File: config.mk
export PLATFORM = sky130hd
export DESIGN_NAME = mlme_exec
export DESIGN_NICKNAME = d
export VERILOG_FILES = /design/src/hdl/mlme_flag_unit.v /design/src/hdl/mlme_exec.v
export VERILOG_INCLUDE_DIRS = /design/src /design/src/hdl
export SDC_FILE = /design/constraint.sdc
export NUM_CORES = 2
export LEC_CHECK = 0
export BUFFER_PORTS_ARGS = -buffer_cell sky130_fd_sc_hd__buf_4
export CAP_MARGIN = 20
export CORE_MARGIN = 1.5
export CORE_UTILIZATION = 40
export DETAILED_ROUTE_END_ITERATION = 8
export GPL_ROUTABILITY_DRIVEN = 0
export PLACE_DENSITY = 0.59
export SLEW_MARGIN = 20
export SYNTH_ARGS = -nofsm -noshare
export SYNTH_HDL_FRONTEND = slang
export SYNTH_SLANG_ARGS = --single-unit
File: constraint.sdc
create_clock -name clock_i -period 5.5 [get_ports clock_i]
set_clock_uncertainty 0.05 [all_clocks]
set_input_delay 1.1 -clock clock_i [delete_from_list [all_inputs] [get_ports clock_i]]
set_output_delay 1.1 -clock clock_i [all_outputs]
set_load 0.005 [all_outputs]
File: src/hdl/mlme_defines.vh
// Purpose : constants for the move/logic/multiply execute block
// Assumes : 16-bit and 32-bit instruction words presented by fetch
// Notes   : definitions only
`ifndef MLME_DEFINES_VH
`define MLME_DEFINES_VH
// ************************************************************
// opcode match values
// ************************************************************
`define MLME_MOVI_OP      5'h04        // bits 15:11 of move immediate
`define MLME_MOVR_OP      8'h46        // bits 15:8 of move register
`define MLME_MOVRS_OP     10'h000      // bits 15:6 flag-setting register move
`define MLME_MUL_OP       10'h10D      // bits 15:6 multiply
`define MLME_MVN_OP       10'h10F      // bits 15:6 bitwise not
`define MLME_ORR_OP       10'h10C      // bits 15:6 bitwise or
`define MLME_NOP_OP       16'hBF00     // whole no-operation word
`define MLME_MRS_HI       16'hF3EF     // first halfword of special read
`define MLME_MRS_LO_MASK  16'hD000     // fixed bits of second halfword
`define MLME_MRS_LO_VAL   16'h8000
`define MLME_MSR_HI_MASK  16'hFFF0
`define MLME_MSR_HI_VAL   16'hF380
`define MLME_MSR_LO_MASK  16'hDF00
`define MLME_MSR_LO_VAL   16'h8800
// ************************************************************
// special register selects
// ************************************************************
`define MLME_SPEC_APP_STATUS_FLAGS    8'h00
`define MLME_SPEC_CTRL    8'h14
`define MLME_PC_INDEX     4'hF
`endif

File: src/hdl/mlme_flag_unit.v
// Purpose : next condition flag values for a data operation
// Assumes : carry-in is already the shifter carry of the operation
// Notes   : overflow always passes through
`timescale 1ns/1ps
module mlme_flag_unit (
    input  wire [31:0] result_i,     // operation result
    input  wire        carry_i,      // operation carry out
    input  wire        set_i,        // flags are to change
    input  wire [3:0]  flags_i,      // current n z c v
    output wire [3:0]  flags_o       // next n z c v
);
    // overflow never touched by this subset
    wire [3:0] upd = {result_i[31], (result_i == 32'h0000_0000), carry_i, flags_i[0]};
    assign flags_o = set_i ? upd : flags_i;
endmodule

File: src/hdl/mlme_exec.v
// Purpose : decode and execute a move/logic/multiply instruction subset
// Assumes : register file read is combinational via ra/rb index ports
// Notes   : one instruction per valid strobe, results registered one cycle later
`timescale 1ns/1ps
`include "mlme_defines.vh"
// How it works
// - immediate zero-extended to 32 bits, carry kept
// - flags: n=bit31, z=zero, c=carry, v kept
// - flag-setting forms update only outside conditional block, except register move, which sets flags inside it too
// - register move: high bit prefixes destination, no flags
// - register move to pc branches there
// - special read copies special to general register
// - special write copies general to special register
// - multiply keeps low 32 product bits, sets flags
// - bitwise not inverts source register
// - second operand shifted left zero, carry kept
// - or of first operand and second operand
// - two-operand or: one field destination and first
// - no-operation changes nothing
// - no-operation timing is not guaranteed
module mlme_exec (
    input  wire        clock_i,            // core clock
    input  wire        rst_i,              // async reset, active high
    input  wire        instr_valid_i,      // instruction present
    input  wire [15:0] instr_hi_i,         // first halfword
    input  wire [15:0] instr_lo_i,         // second halfword of 32-bit forms
    input  wire        in_cond_block_i,    // inside conditional block
    input  wire        privileged_i,       // current mode privileged
    output wire [3:0]  ra_idx_o,           // read port a index
    input  wire [31:0] ra_data_i,          // read port a data
    output wire [3:0]  rb_idx_o,           // read port b index
    input  wire [31:0] rb_data_i,          // read port b data
    input  wire [31:0] spec_rdata_i,       // special register read data
    output wire [7:0]  spec_sel_o,         // special register select
    output reg         wr_en_o,            // register write strobe
    output reg  [3:0]  wr_idx_o,           // register write index
    output reg  [31:0] wr_data_o,          // register write data
    output reg         branch_o,           // branch strobe
    output reg  [31:0] branch_addr_o,      // branch target
    output reg         spec_wr_o,          // special register write strobe
    output reg  [7:0]  spec_wsel_o,        // special register write select
    output reg  [31:0] spec_wdata_o,       // special register write data
    output reg         sys_instr_o,        // last instruction was system class
    output reg         priv_fault_o,       // system instruction while unprivileged
    output reg         undef_o,            // not decoded by this block
    output wire        negative_flag_o,    // n flag
    output wire        zero_flag_o,        // z flag
    output wire        carry_flag_o,       // c flag
    output wire        overflow_flag_o     // v flag
);
    // ************************************************************
    // decode
    // ************************************************************
    localparam [3:0] OP_NONE = 4'h0;
    localparam [3:0] OP_MOVI = 4'h1;
    localparam [3:0] OP_MOVR = 4'h2;
    localparam [3:0] OP_MOVE_SET_FLAGS = 4'h3;
    localparam [3:0] OP_MRS  = 4'h4;
    localparam [3:0] OP_MSR  = 4'h5;
    localparam [3:0] OP_MUL  = 4'h6;
    localparam [3:0] OP_MVN  = 4'h7;
    localparam [3:0] OP_ORR  = 4'h8;
    localparam [3:0] OP_NOP  = 4'h9;

    // ************************************************************
    // helpers
    // ************************************************************
    // low registers only: a three-bit field names r0..r7
    function [3:0] lo_index;
        input [2:0] fld;
        lo_index = {1'b0, fld};
    endfunction

    // fixed bits of a 32-bit form, ignoring its register and select fields
    function masked_eq;
        input [15:0] word;
        input [15:0] mask;
        input [15:0] match;
        masked_eq = (word & mask) == match;
    endfunction

    // app status and control stay open to unprivileged code on reads
    function is_sys_read;
        input [7:0] sel;
        is_sys_read = (sel != `MLME_SPEC_APP_STATUS_FLAGS) && (sel != `MLME_SPEC_CTRL);
    endfunction

    // only app status stays open to unprivileged code on writes
    function is_sys_write;
        input [7:0] sel;
        is_sys_write = (sel != `MLME_SPEC_APP_STATUS_FLAGS);
    endfunction

    reg  [3:0] flags_q;                    // n z c v
    reg  [3:0] op;
    wire [3:0] lo_rd  = lo_index(instr_hi_i[2:0]);
    wire [3:0] fld_a  = lo_index(instr_hi_i[2:0]);
    wire [3:0] fld_b  = lo_index(instr_hi_i[5:3]);

    // the encodings do not overlap, so the order of the tests is only for reading
    always @* begin
        op = OP_NONE;
        if (instr_hi_i[15:11] == `MLME_MOVI_OP)
            op = OP_MOVI;
        else if (instr_hi_i[15:8] == `MLME_MOVR_OP)
            op = OP_MOVR;
        else if (instr_hi_i[15:6] == `MLME_MOVRS_OP)
            op = OP_MOVE_SET_FLAGS;
        else if (instr_hi_i[15:6] == `MLME_MUL_OP)
            op = OP_MUL;
        else if (instr_hi_i[15:6] == `MLME_MVN_OP)
            op = OP_MVN;
        else if (instr_hi_i[15:6] == `MLME_ORR_OP)
            op = OP_ORR;
        else if (instr_hi_i == `MLME_NOP_OP)
            op = OP_NOP;
        else if (instr_hi_i == `MLME_MRS_HI &&
                 masked_eq(instr_lo_i, `MLME_MRS_LO_MASK, `MLME_MRS_LO_VAL))
            op = OP_MRS;
        else if (masked_eq(instr_hi_i, `MLME_MSR_HI_MASK, `MLME_MSR_HI_VAL) &&
                 masked_eq(instr_lo_i, `MLME_MSR_LO_MASK, `MLME_MSR_LO_VAL))
            op = OP_MSR;
    end

    // ************************************************************
    // operand selection
    // ************************************************************
    // indices are pure decode, so the register file answers in the same cycle
    reg [3:0] ra_idx;
    reg [3:0] rb_idx;
    always @* begin
        ra_idx = fld_b;
        rb_idx = fld_a;
        case (op)
            OP_MOVR: ra_idx = instr_hi_i[6:3];              // full 4-bit source
            OP_MSR:  ra_idx = instr_hi_i[3:0];
            OP_MUL:  begin
                ra_idx = fld_b;                             // first operand
                rb_idx = fld_a;                             // shared dest/second
            end
            OP_ORR:  begin
                ra_idx = fld_a;                             // dest is also first
                rb_idx = fld_b;                             // separate second field
            end
            default: begin
                ra_idx = fld_b;
                rb_idx = fld_a;
            end
        endcase
    end
    assign ra_idx_o   = ra_idx;
    assign rb_idx_o   = rb_idx;
    assign spec_sel_o = instr_lo_i[7:0];

    // ************************************************************
    // shifter and multiplier
    // ************************************************************
    // left shift by zero: value unchanged, carry is the old carry flag
    wire [31:0] shifted   = (op == OP_ORR) ? rb_data_i : ra_data_i;
    wire        shift_c   = flags_q[1];
    // only the low word is kept; it is the same for signed and unsigned operands
    wire [63:0] product   = ra_data_i * rb_data_i;

    // ************************************************************
    // execute
    // ************************************************************
    reg  [31:0] result;
    reg  [3:0]  dest;
    reg         do_wr;
    reg         set_fl;
    reg         carry_res;
    always @* begin
        result    = 32'h0000_0000;
        dest      = lo_rd;
        do_wr     = 1'b0;
        set_fl    = 1'b0;
        carry_res = flags_q[1];
        case (op)
            OP_MOVI: begin
                result = {24'h00_0000, instr_hi_i[7:0]};
                dest   = lo_index(instr_hi_i[10:8]);
                do_wr  = 1'b1;
                set_fl = ~in_cond_block_i;
                carry_res = flags_q[1];
            end
            OP_MOVR: begin
                result = ra_data_i;
                dest   = {instr_hi_i[7], instr_hi_i[2:0]};
                do_wr  = 1'b1;
                set_fl = 1'b0;
            end
            // flag-setting register move sets flags even inside a conditional block
            OP_MOVE_SET_FLAGS: begin
                result = ra_data_i;
                dest   = fld_a;
                do_wr  = 1'b1;
                set_fl = 1'b1;
            end
            OP_MRS: begin
                result = spec_rdata_i;
                dest   = instr_lo_i[11:8];
                do_wr  = 1'b1;
            end
            OP_MUL: begin
                result = product[31:0];
                dest   = fld_a;
                do_wr  = 1'b1;
                set_fl = ~in_cond_block_i;
            end
            OP_MVN: begin
                result    = ~shifted;
                dest      = fld_a;
                do_wr     = 1'b1;
                set_fl    = ~in_cond_block_i;
                carry_res = shift_c;
            end
            OP_ORR: begin
                result    = ra_data_i | shifted;
                dest      = fld_a;
                do_wr     = 1'b1;
                set_fl    = ~in_cond_block_i;
                carry_res = shift_c;
            end
            // no-op: no write, no flags, no branch; timing not promised
            OP_NOP:  do_wr = 1'b0;
            default: do_wr = 1'b0;
        endcase
    end

    // flags move only on a taken instruction
    wire [3:0] flags_d;
    mlme_flag_unit u_flags (
        .result_i (result),
        .carry_i  (carry_res),
        .set_i    (instr_valid_i & set_fl),
        .flags_i  (flags_q),
        .flags_o  (flags_d)
    );

    // ************************************************************
    // special register access and branch
    // ************************************************************
    wire is_sys_rd = is_sys_read(instr_lo_i[7:0]);
    wire is_sys_wr = is_sys_write(instr_lo_i[7:0]);
    wire sys_now   = (op == OP_MRS && is_sys_rd) || (op == OP_MSR && is_sys_wr);
    // a faulting access writes nothing, so the old state stays visible
    wire blocked   = sys_now & ~privileged_i;
    // pc belongs to fetch: a move to it becomes a branch, not a write
    wire to_pc     = do_wr && op == OP_MOVR && dest == `MLME_PC_INDEX;

    // ************************************************************
    // commit: register write and flags leave in the same cycle
    // ************************************************************
    // strobes last one cycle; data outputs hold until the next taken instruction
    always @(posedge clock_i or posedge rst_i) begin
        if (rst_i) begin
            flags_q       <= 4'h0;
            wr_en_o       <= 1'b0;
            wr_idx_o      <= 4'h0;
            wr_data_o     <= 32'h0000_0000;
            branch_o      <= 1'b0;
            branch_addr_o <= 32'h0000_0000;
            spec_wr_o     <= 1'b0;
            spec_wsel_o   <= 8'h00;
            spec_wdata_o  <= 32'h0000_0000;
            sys_instr_o   <= 1'b0;
            priv_fault_o  <= 1'b0;
            undef_o       <= 1'b0;
        end else begin
            wr_en_o      <= 1'b0;
            branch_o     <= 1'b0;
            spec_wr_o    <= 1'b0;
            sys_instr_o  <= 1'b0;
            priv_fault_o <= 1'b0;
            undef_o      <= 1'b0;
            if (instr_valid_i) begin
                flags_q      <= flags_d;
                wr_en_o      <= do_wr & ~to_pc & ~blocked;
                wr_idx_o     <= dest;
                wr_data_o    <= result;
                branch_o     <= to_pc;
                sys_instr_o  <= sys_now;
                priv_fault_o <= blocked;
                // anything outside this subset is left to the core's fault logic
                undef_o      <= (op == OP_NONE);
                if (to_pc)
                    branch_addr_o <= result;
                if (op == OP_MSR && !blocked) begin
                    spec_wr_o    <= 1'b1;
                    spec_wsel_o  <= instr_lo_i[7:0];
                    spec_wdata_o <= ra_data_i;
                end
            end
        end
    end

    // ************************************************************
    // flag outputs
    // ************************************************************
    assign negative_flag_o = flags_q[3];
    assign zero_flag_o     = flags_q[2];
    assign carry_flag_o    = flags_q[1];
    assign overflow_flag_o = flags_q[0];
endmodule

==> impl_metrics.json <==
{
  "rows": 85,
  "io_pins": 267,
  "root_buffer": "sky130_fd_sc_hd__clkbuf_16",
  "via_count_normalized_by_instance_count": 5.34,
  "grt_pass1_wl_um": 121000,
  "critical_path_buf_inv_count": 7,
  "dieHeight_um": 235,
  "finalSetupViolCount": 48,
  "max_freq_ghz": 0.124,
  "grt_max_degree": 78,
  "seq_area_frac_synth_pct": 13.4,
  "cp.required_ps": 5770,
  "worstSkewPairLatency_ps": 410,
  "setup_slack_ps": -2570,
  "cts_buffers": 17,
  "cp-start-kind": "input pin",
  "synth.distinct_cells": 67,
  "asyncSetResetFlopFracSynth_pct": 100,
  "critPathSlowestCell": "sky130_fd_sc_hd__fa_1",
  "wl_cell_um": 22.9,
  "timing.max_slew.rel_slack_pct": 45.4,
  "synth.ff_latch_count": 116,
  "timing.critical_path.arrival_ps": 8350,
  "yosysWarnings": 0,
  "detailedPlacementHpwl_um": 65100,
  "area_growth_pct": 32.9,
  "outcome": "finished, violations left",
  "synth_cells": 2322,
  "final-max-slew-violation-count": 0,
  "finalCritPeriodShare_pct": 147,
  "layout_min_cycle_time_ps": 8070,
  "route.vias.total": 18700,
  "drt_iter0_drc": 1371,
  "share_of_post_route_cells_with_drive_strength_above_1_pct": 32.2,
  "globalRoute.totalOverflow": 0,
  "timing.max_cap.violations": 0,
  "synth.top_cell.area_share_pct": 37.8,
  "clkSlewWorstSetupHoldPaths_ps": 60,
  "final-hold-violation-count": 0,
  "timing.critical_path.fanout_max": 6,
  "floorplan_core_area_mm2": 0.0536,
  "clock_tree.htree_level_count": 4,
  "track_usage_pct": 28.9,
  "criticalPathCategory": "in -> reg",
  "synth_enable_flop_cells": 0,
  "cpLargestDelayFamily": "adder cells",
  "clock_path_buffers": 2,
  "finalNetCount": 3444,
  "numPortBuffers": 262,
  "worstSetupEndpointType": "register",
  "antenna_found_initial": 5,
  "max_stage_delay_ps": 550,
  "cts_sink_cnt": 116,
  "tritoncts": "done",
  "postCtsHoldBufs": 0,
  "critical_path.most_common_cell": "sky130_fd_sc_hd__fa_1",
  "initial_core_utilization_pct": 40.3,
  "detailedPlace.worstSlack_ps": -3080,
  "wl_um": 79800,
  "synth.top_cells.by_area": "sky130_fd_sc_hd__fa_1 38%, sky130_fd_sc_hd__dfrtp_1 13%, sky130_fd_sc_hd__and2_1 9.0%, sky130_fd_sc_hd__ha_1 7.1%, sky130_fd_sc_hd__inv_1 6.7%",
  "violations": "negative setup slack",
  "antenna_left": 0,
  "detailedRoute.firstPassIterationCount": 7,
  "first_global_vias": 19900,
  "worstHoldPathType": "reg -> reg",
  "worst_slew_pin_slew_ps": 812,
  "final_routed_drc_violation_total": 0,
  "mappedNetlistArea_mm2": 0.0216,
  "n_fill_cell": 4859,
  "yosys_most_used_dff": "sky130_fd_sc_hd__dfrtp_1",
  "yosysTopAreaCell": "sky130_fd_sc_hd__fa_1",
  "floorplan.die.width_um": 235,
  "rsz0062_at_grt": "true",
  "postSynthAreaPerCell_um2": 9.31,
  "area_of_the_die_mm2": 0.0554
}
## cells by family after synthesis
kind of cell,count (synthesis),synth area share (%)
AND/OR/NAND/NOR,744,17.7
buffers and inverters,537,9.66
adder cells (fa/ha/maj),531,44.9
AO/OA/AOI/OAI,240,7.31
flip-flops,116,13.4
XOR/XNOR,80,3.24
multiplexers,73,3.77
other,1,0.0174
## path summary, 6_finish.rpt
check / cells past startpoint / slack (ps) / endpoint / startpoint
setup reg to reg: 1 / 4630 / spec_wdata_o[16] / spec_wdata_o[16]
max in group asynchronous: 3 / 3630 / spec_wsel_o[2] / rst_i
hold reg to reg: 2 / 430 / branch_addr_o[8] / branch_addr_o[8]
setup / recovery: 27 / -2570 / flags_q[2] / ra_data_i[12]
min in group asynchronous: 2 / 740 / branch_addr_o[3] / rst_i
hold / removal: 2 / 430 / branch_addr_o[8] / branch_addr_o[8]
## per-layer routing
layer | global-route usage (%) | part of all wire (%) | routed length (um) | vias to the layer above
li1 | - | - | - | 8075
met1 | 38.8 | 41 | 32800 | 9579
met2 | 47.0 | 47 | 37700 | 842
met3 | 4.88 | 7.8 | 6220 | 154
met4 | 10.5 | 3.9 | 3100 | 4
met5 | 0 | 0.035 | 28 | -
## layout by cell type, fill, tap and decap left out, types with 8 or more instances in the layout
cell type,instances
sky130_fd_sc_hd__a221oi_2,8
sky130_fd_sc_hd__o21ai_0,21
sky130_fd_sc_hd__inv_1,373
sky130_fd_sc_hd__fa_2,26
sky130_fd_sc_hd__a221o_1,8
sky130_fd_sc_hd__clkbuf_16,18
sky130_fd_sc_hd__dfrtp_1,116
sky130_fd_sc_hd__nor3_1,10
sky130_fd_sc_hd__ha_4,35
sky130_fd_sc_hd__nand2_1,280
sky130_fd_sc_hd__xor2_1,17
sky130_fd_sc_hd__buf_8,10
sky130_fd_sc_hd__buf_6,55
sky130_fd_sc_hd__inv_2,12
sky130_fd_sc_hd__nand3_1,9
sky130_fd_sc_hd__mux2_4,10
sky130_fd_sc_hd__o21ai_1,12
sky130_fd_sc_hd__nor2_1,50
sky130_fd_sc_hd__xnor2_1,52
sky130_fd_sc_hd__nand4_1,11
sky130_fd_sc_hd__o21ai_2,10
sky130_fd_sc_hd__fa_1,382
sky130_fd_sc_hd__a21oi_1,62
sky130_fd_sc_hd__ha_1,86
sky130_fd_sc_hd__nand2b_1,9
sky130_fd_sc_hd__buf_12,19
sky130_fd_sc_hd__mux2_2,57
sky130_fd_sc_hd__and2_1,283
sky130_fd_sc_hd__a211oi_1,17
sky130_fd_sc_hd__and2_4,29
sky130_fd_sc_hd__a21oi_2,14
sky130_fd_sc_hd__buf_4,501
## per-stage QoR
stage / std cells / hold WS, ps / cell area (um^2) / util, % / setup TNS (ps)
global placement: 3424 / 416 / 26500 / 49.4 / -100420
global route: 3489 / 451 / 28700 / 53.6 / -83610
detailed placement: 3424 / 421 / 26500 / 49.5 / -102770
CTS: 3468 / 434 / 27700 / 51.7 / -72710
floorplan: 2324 / 423 / 22100 / - / -69600
finish: 3491 / 435 / 28700 / 53.6 / -76710
## area by class of cell
type | instances | area (um^2) | area share (%)
inverter | 387 | 1460 | 5.09
clock inverter | 9 | 103 | 0.357
antenna | 2 | 5.00 | 0.0174
timing repair buffer | 587 | 4960 | 17.3
sequential | 116 | 2900 | 10.1
multi-input combinational | 1671 | 17900 | 62.4
clock buffer | 23 | 478 | 1.66
tap | 696 | 871 | 3.03
## synth_stat cells (10+ instances only)
master,instances
sky130_fd_sc_hd__nand3_1,11
sky130_fd_sc_hd__ha_1,123
sky130_fd_sc_hd__a21boi_0,10
sky130_fd_sc_hd__xnor2_1,58
sky130_fd_sc_hd__a211oi_1,22
sky130_fd_sc_hd__nand2_1,286
sky130_fd_sc_hd__a21oi_1,83
sky130_fd_sc_hd__mux2_2,67
sky130_fd_sc_hd__nor4_1,10
sky130_fd_sc_hd__fa_1,408
sky130_fd_sc_hd__o21ai_0,42
sky130_fd_sc_hd__buf_4,11
sky130_fd_sc_hd__dfrtp_1,116
sky130_fd_sc_hd__xor2_1,22
sky130_fd_sc_hd__nand4_1,11
sky130_fd_sc_hd__nor2_1,56
sky130_fd_sc_hd__clkbuf_1,126
sky130_fd_sc_hd__and2_1,312
sky130_fd_sc_hd__nor3_1,15
sky130_fd_sc_hd__inv_1,387
sky130_fd_sc_hd__a221oi_1,13
sky130_fd_sc_hd__and3_1,10
## registers in the layout, indices dropped and copies added, names as in the netlist
name / count
flags_q: 2
undef_o: 1
wr_en_o: 1
branch_o: 1
branch_addr_o: 32
sys_instr_o: 1
priv_fault_o: 1
wr_idx_o: 4
wr_data_o: 32
spec_wr_o: 1
spec_wsel_o: 8
spec_wdata_o: 32
## what timing repair did
item	CTS	global route
resized for setup	129	173
pin swaps	63	68
buffers inserted	17	37
cloned	0	1
endpoints found under the setup margin	50	54
Power is not shown: default switching activity piles up to over one toggle a cycle in this logic, so the estimate is an artifact.
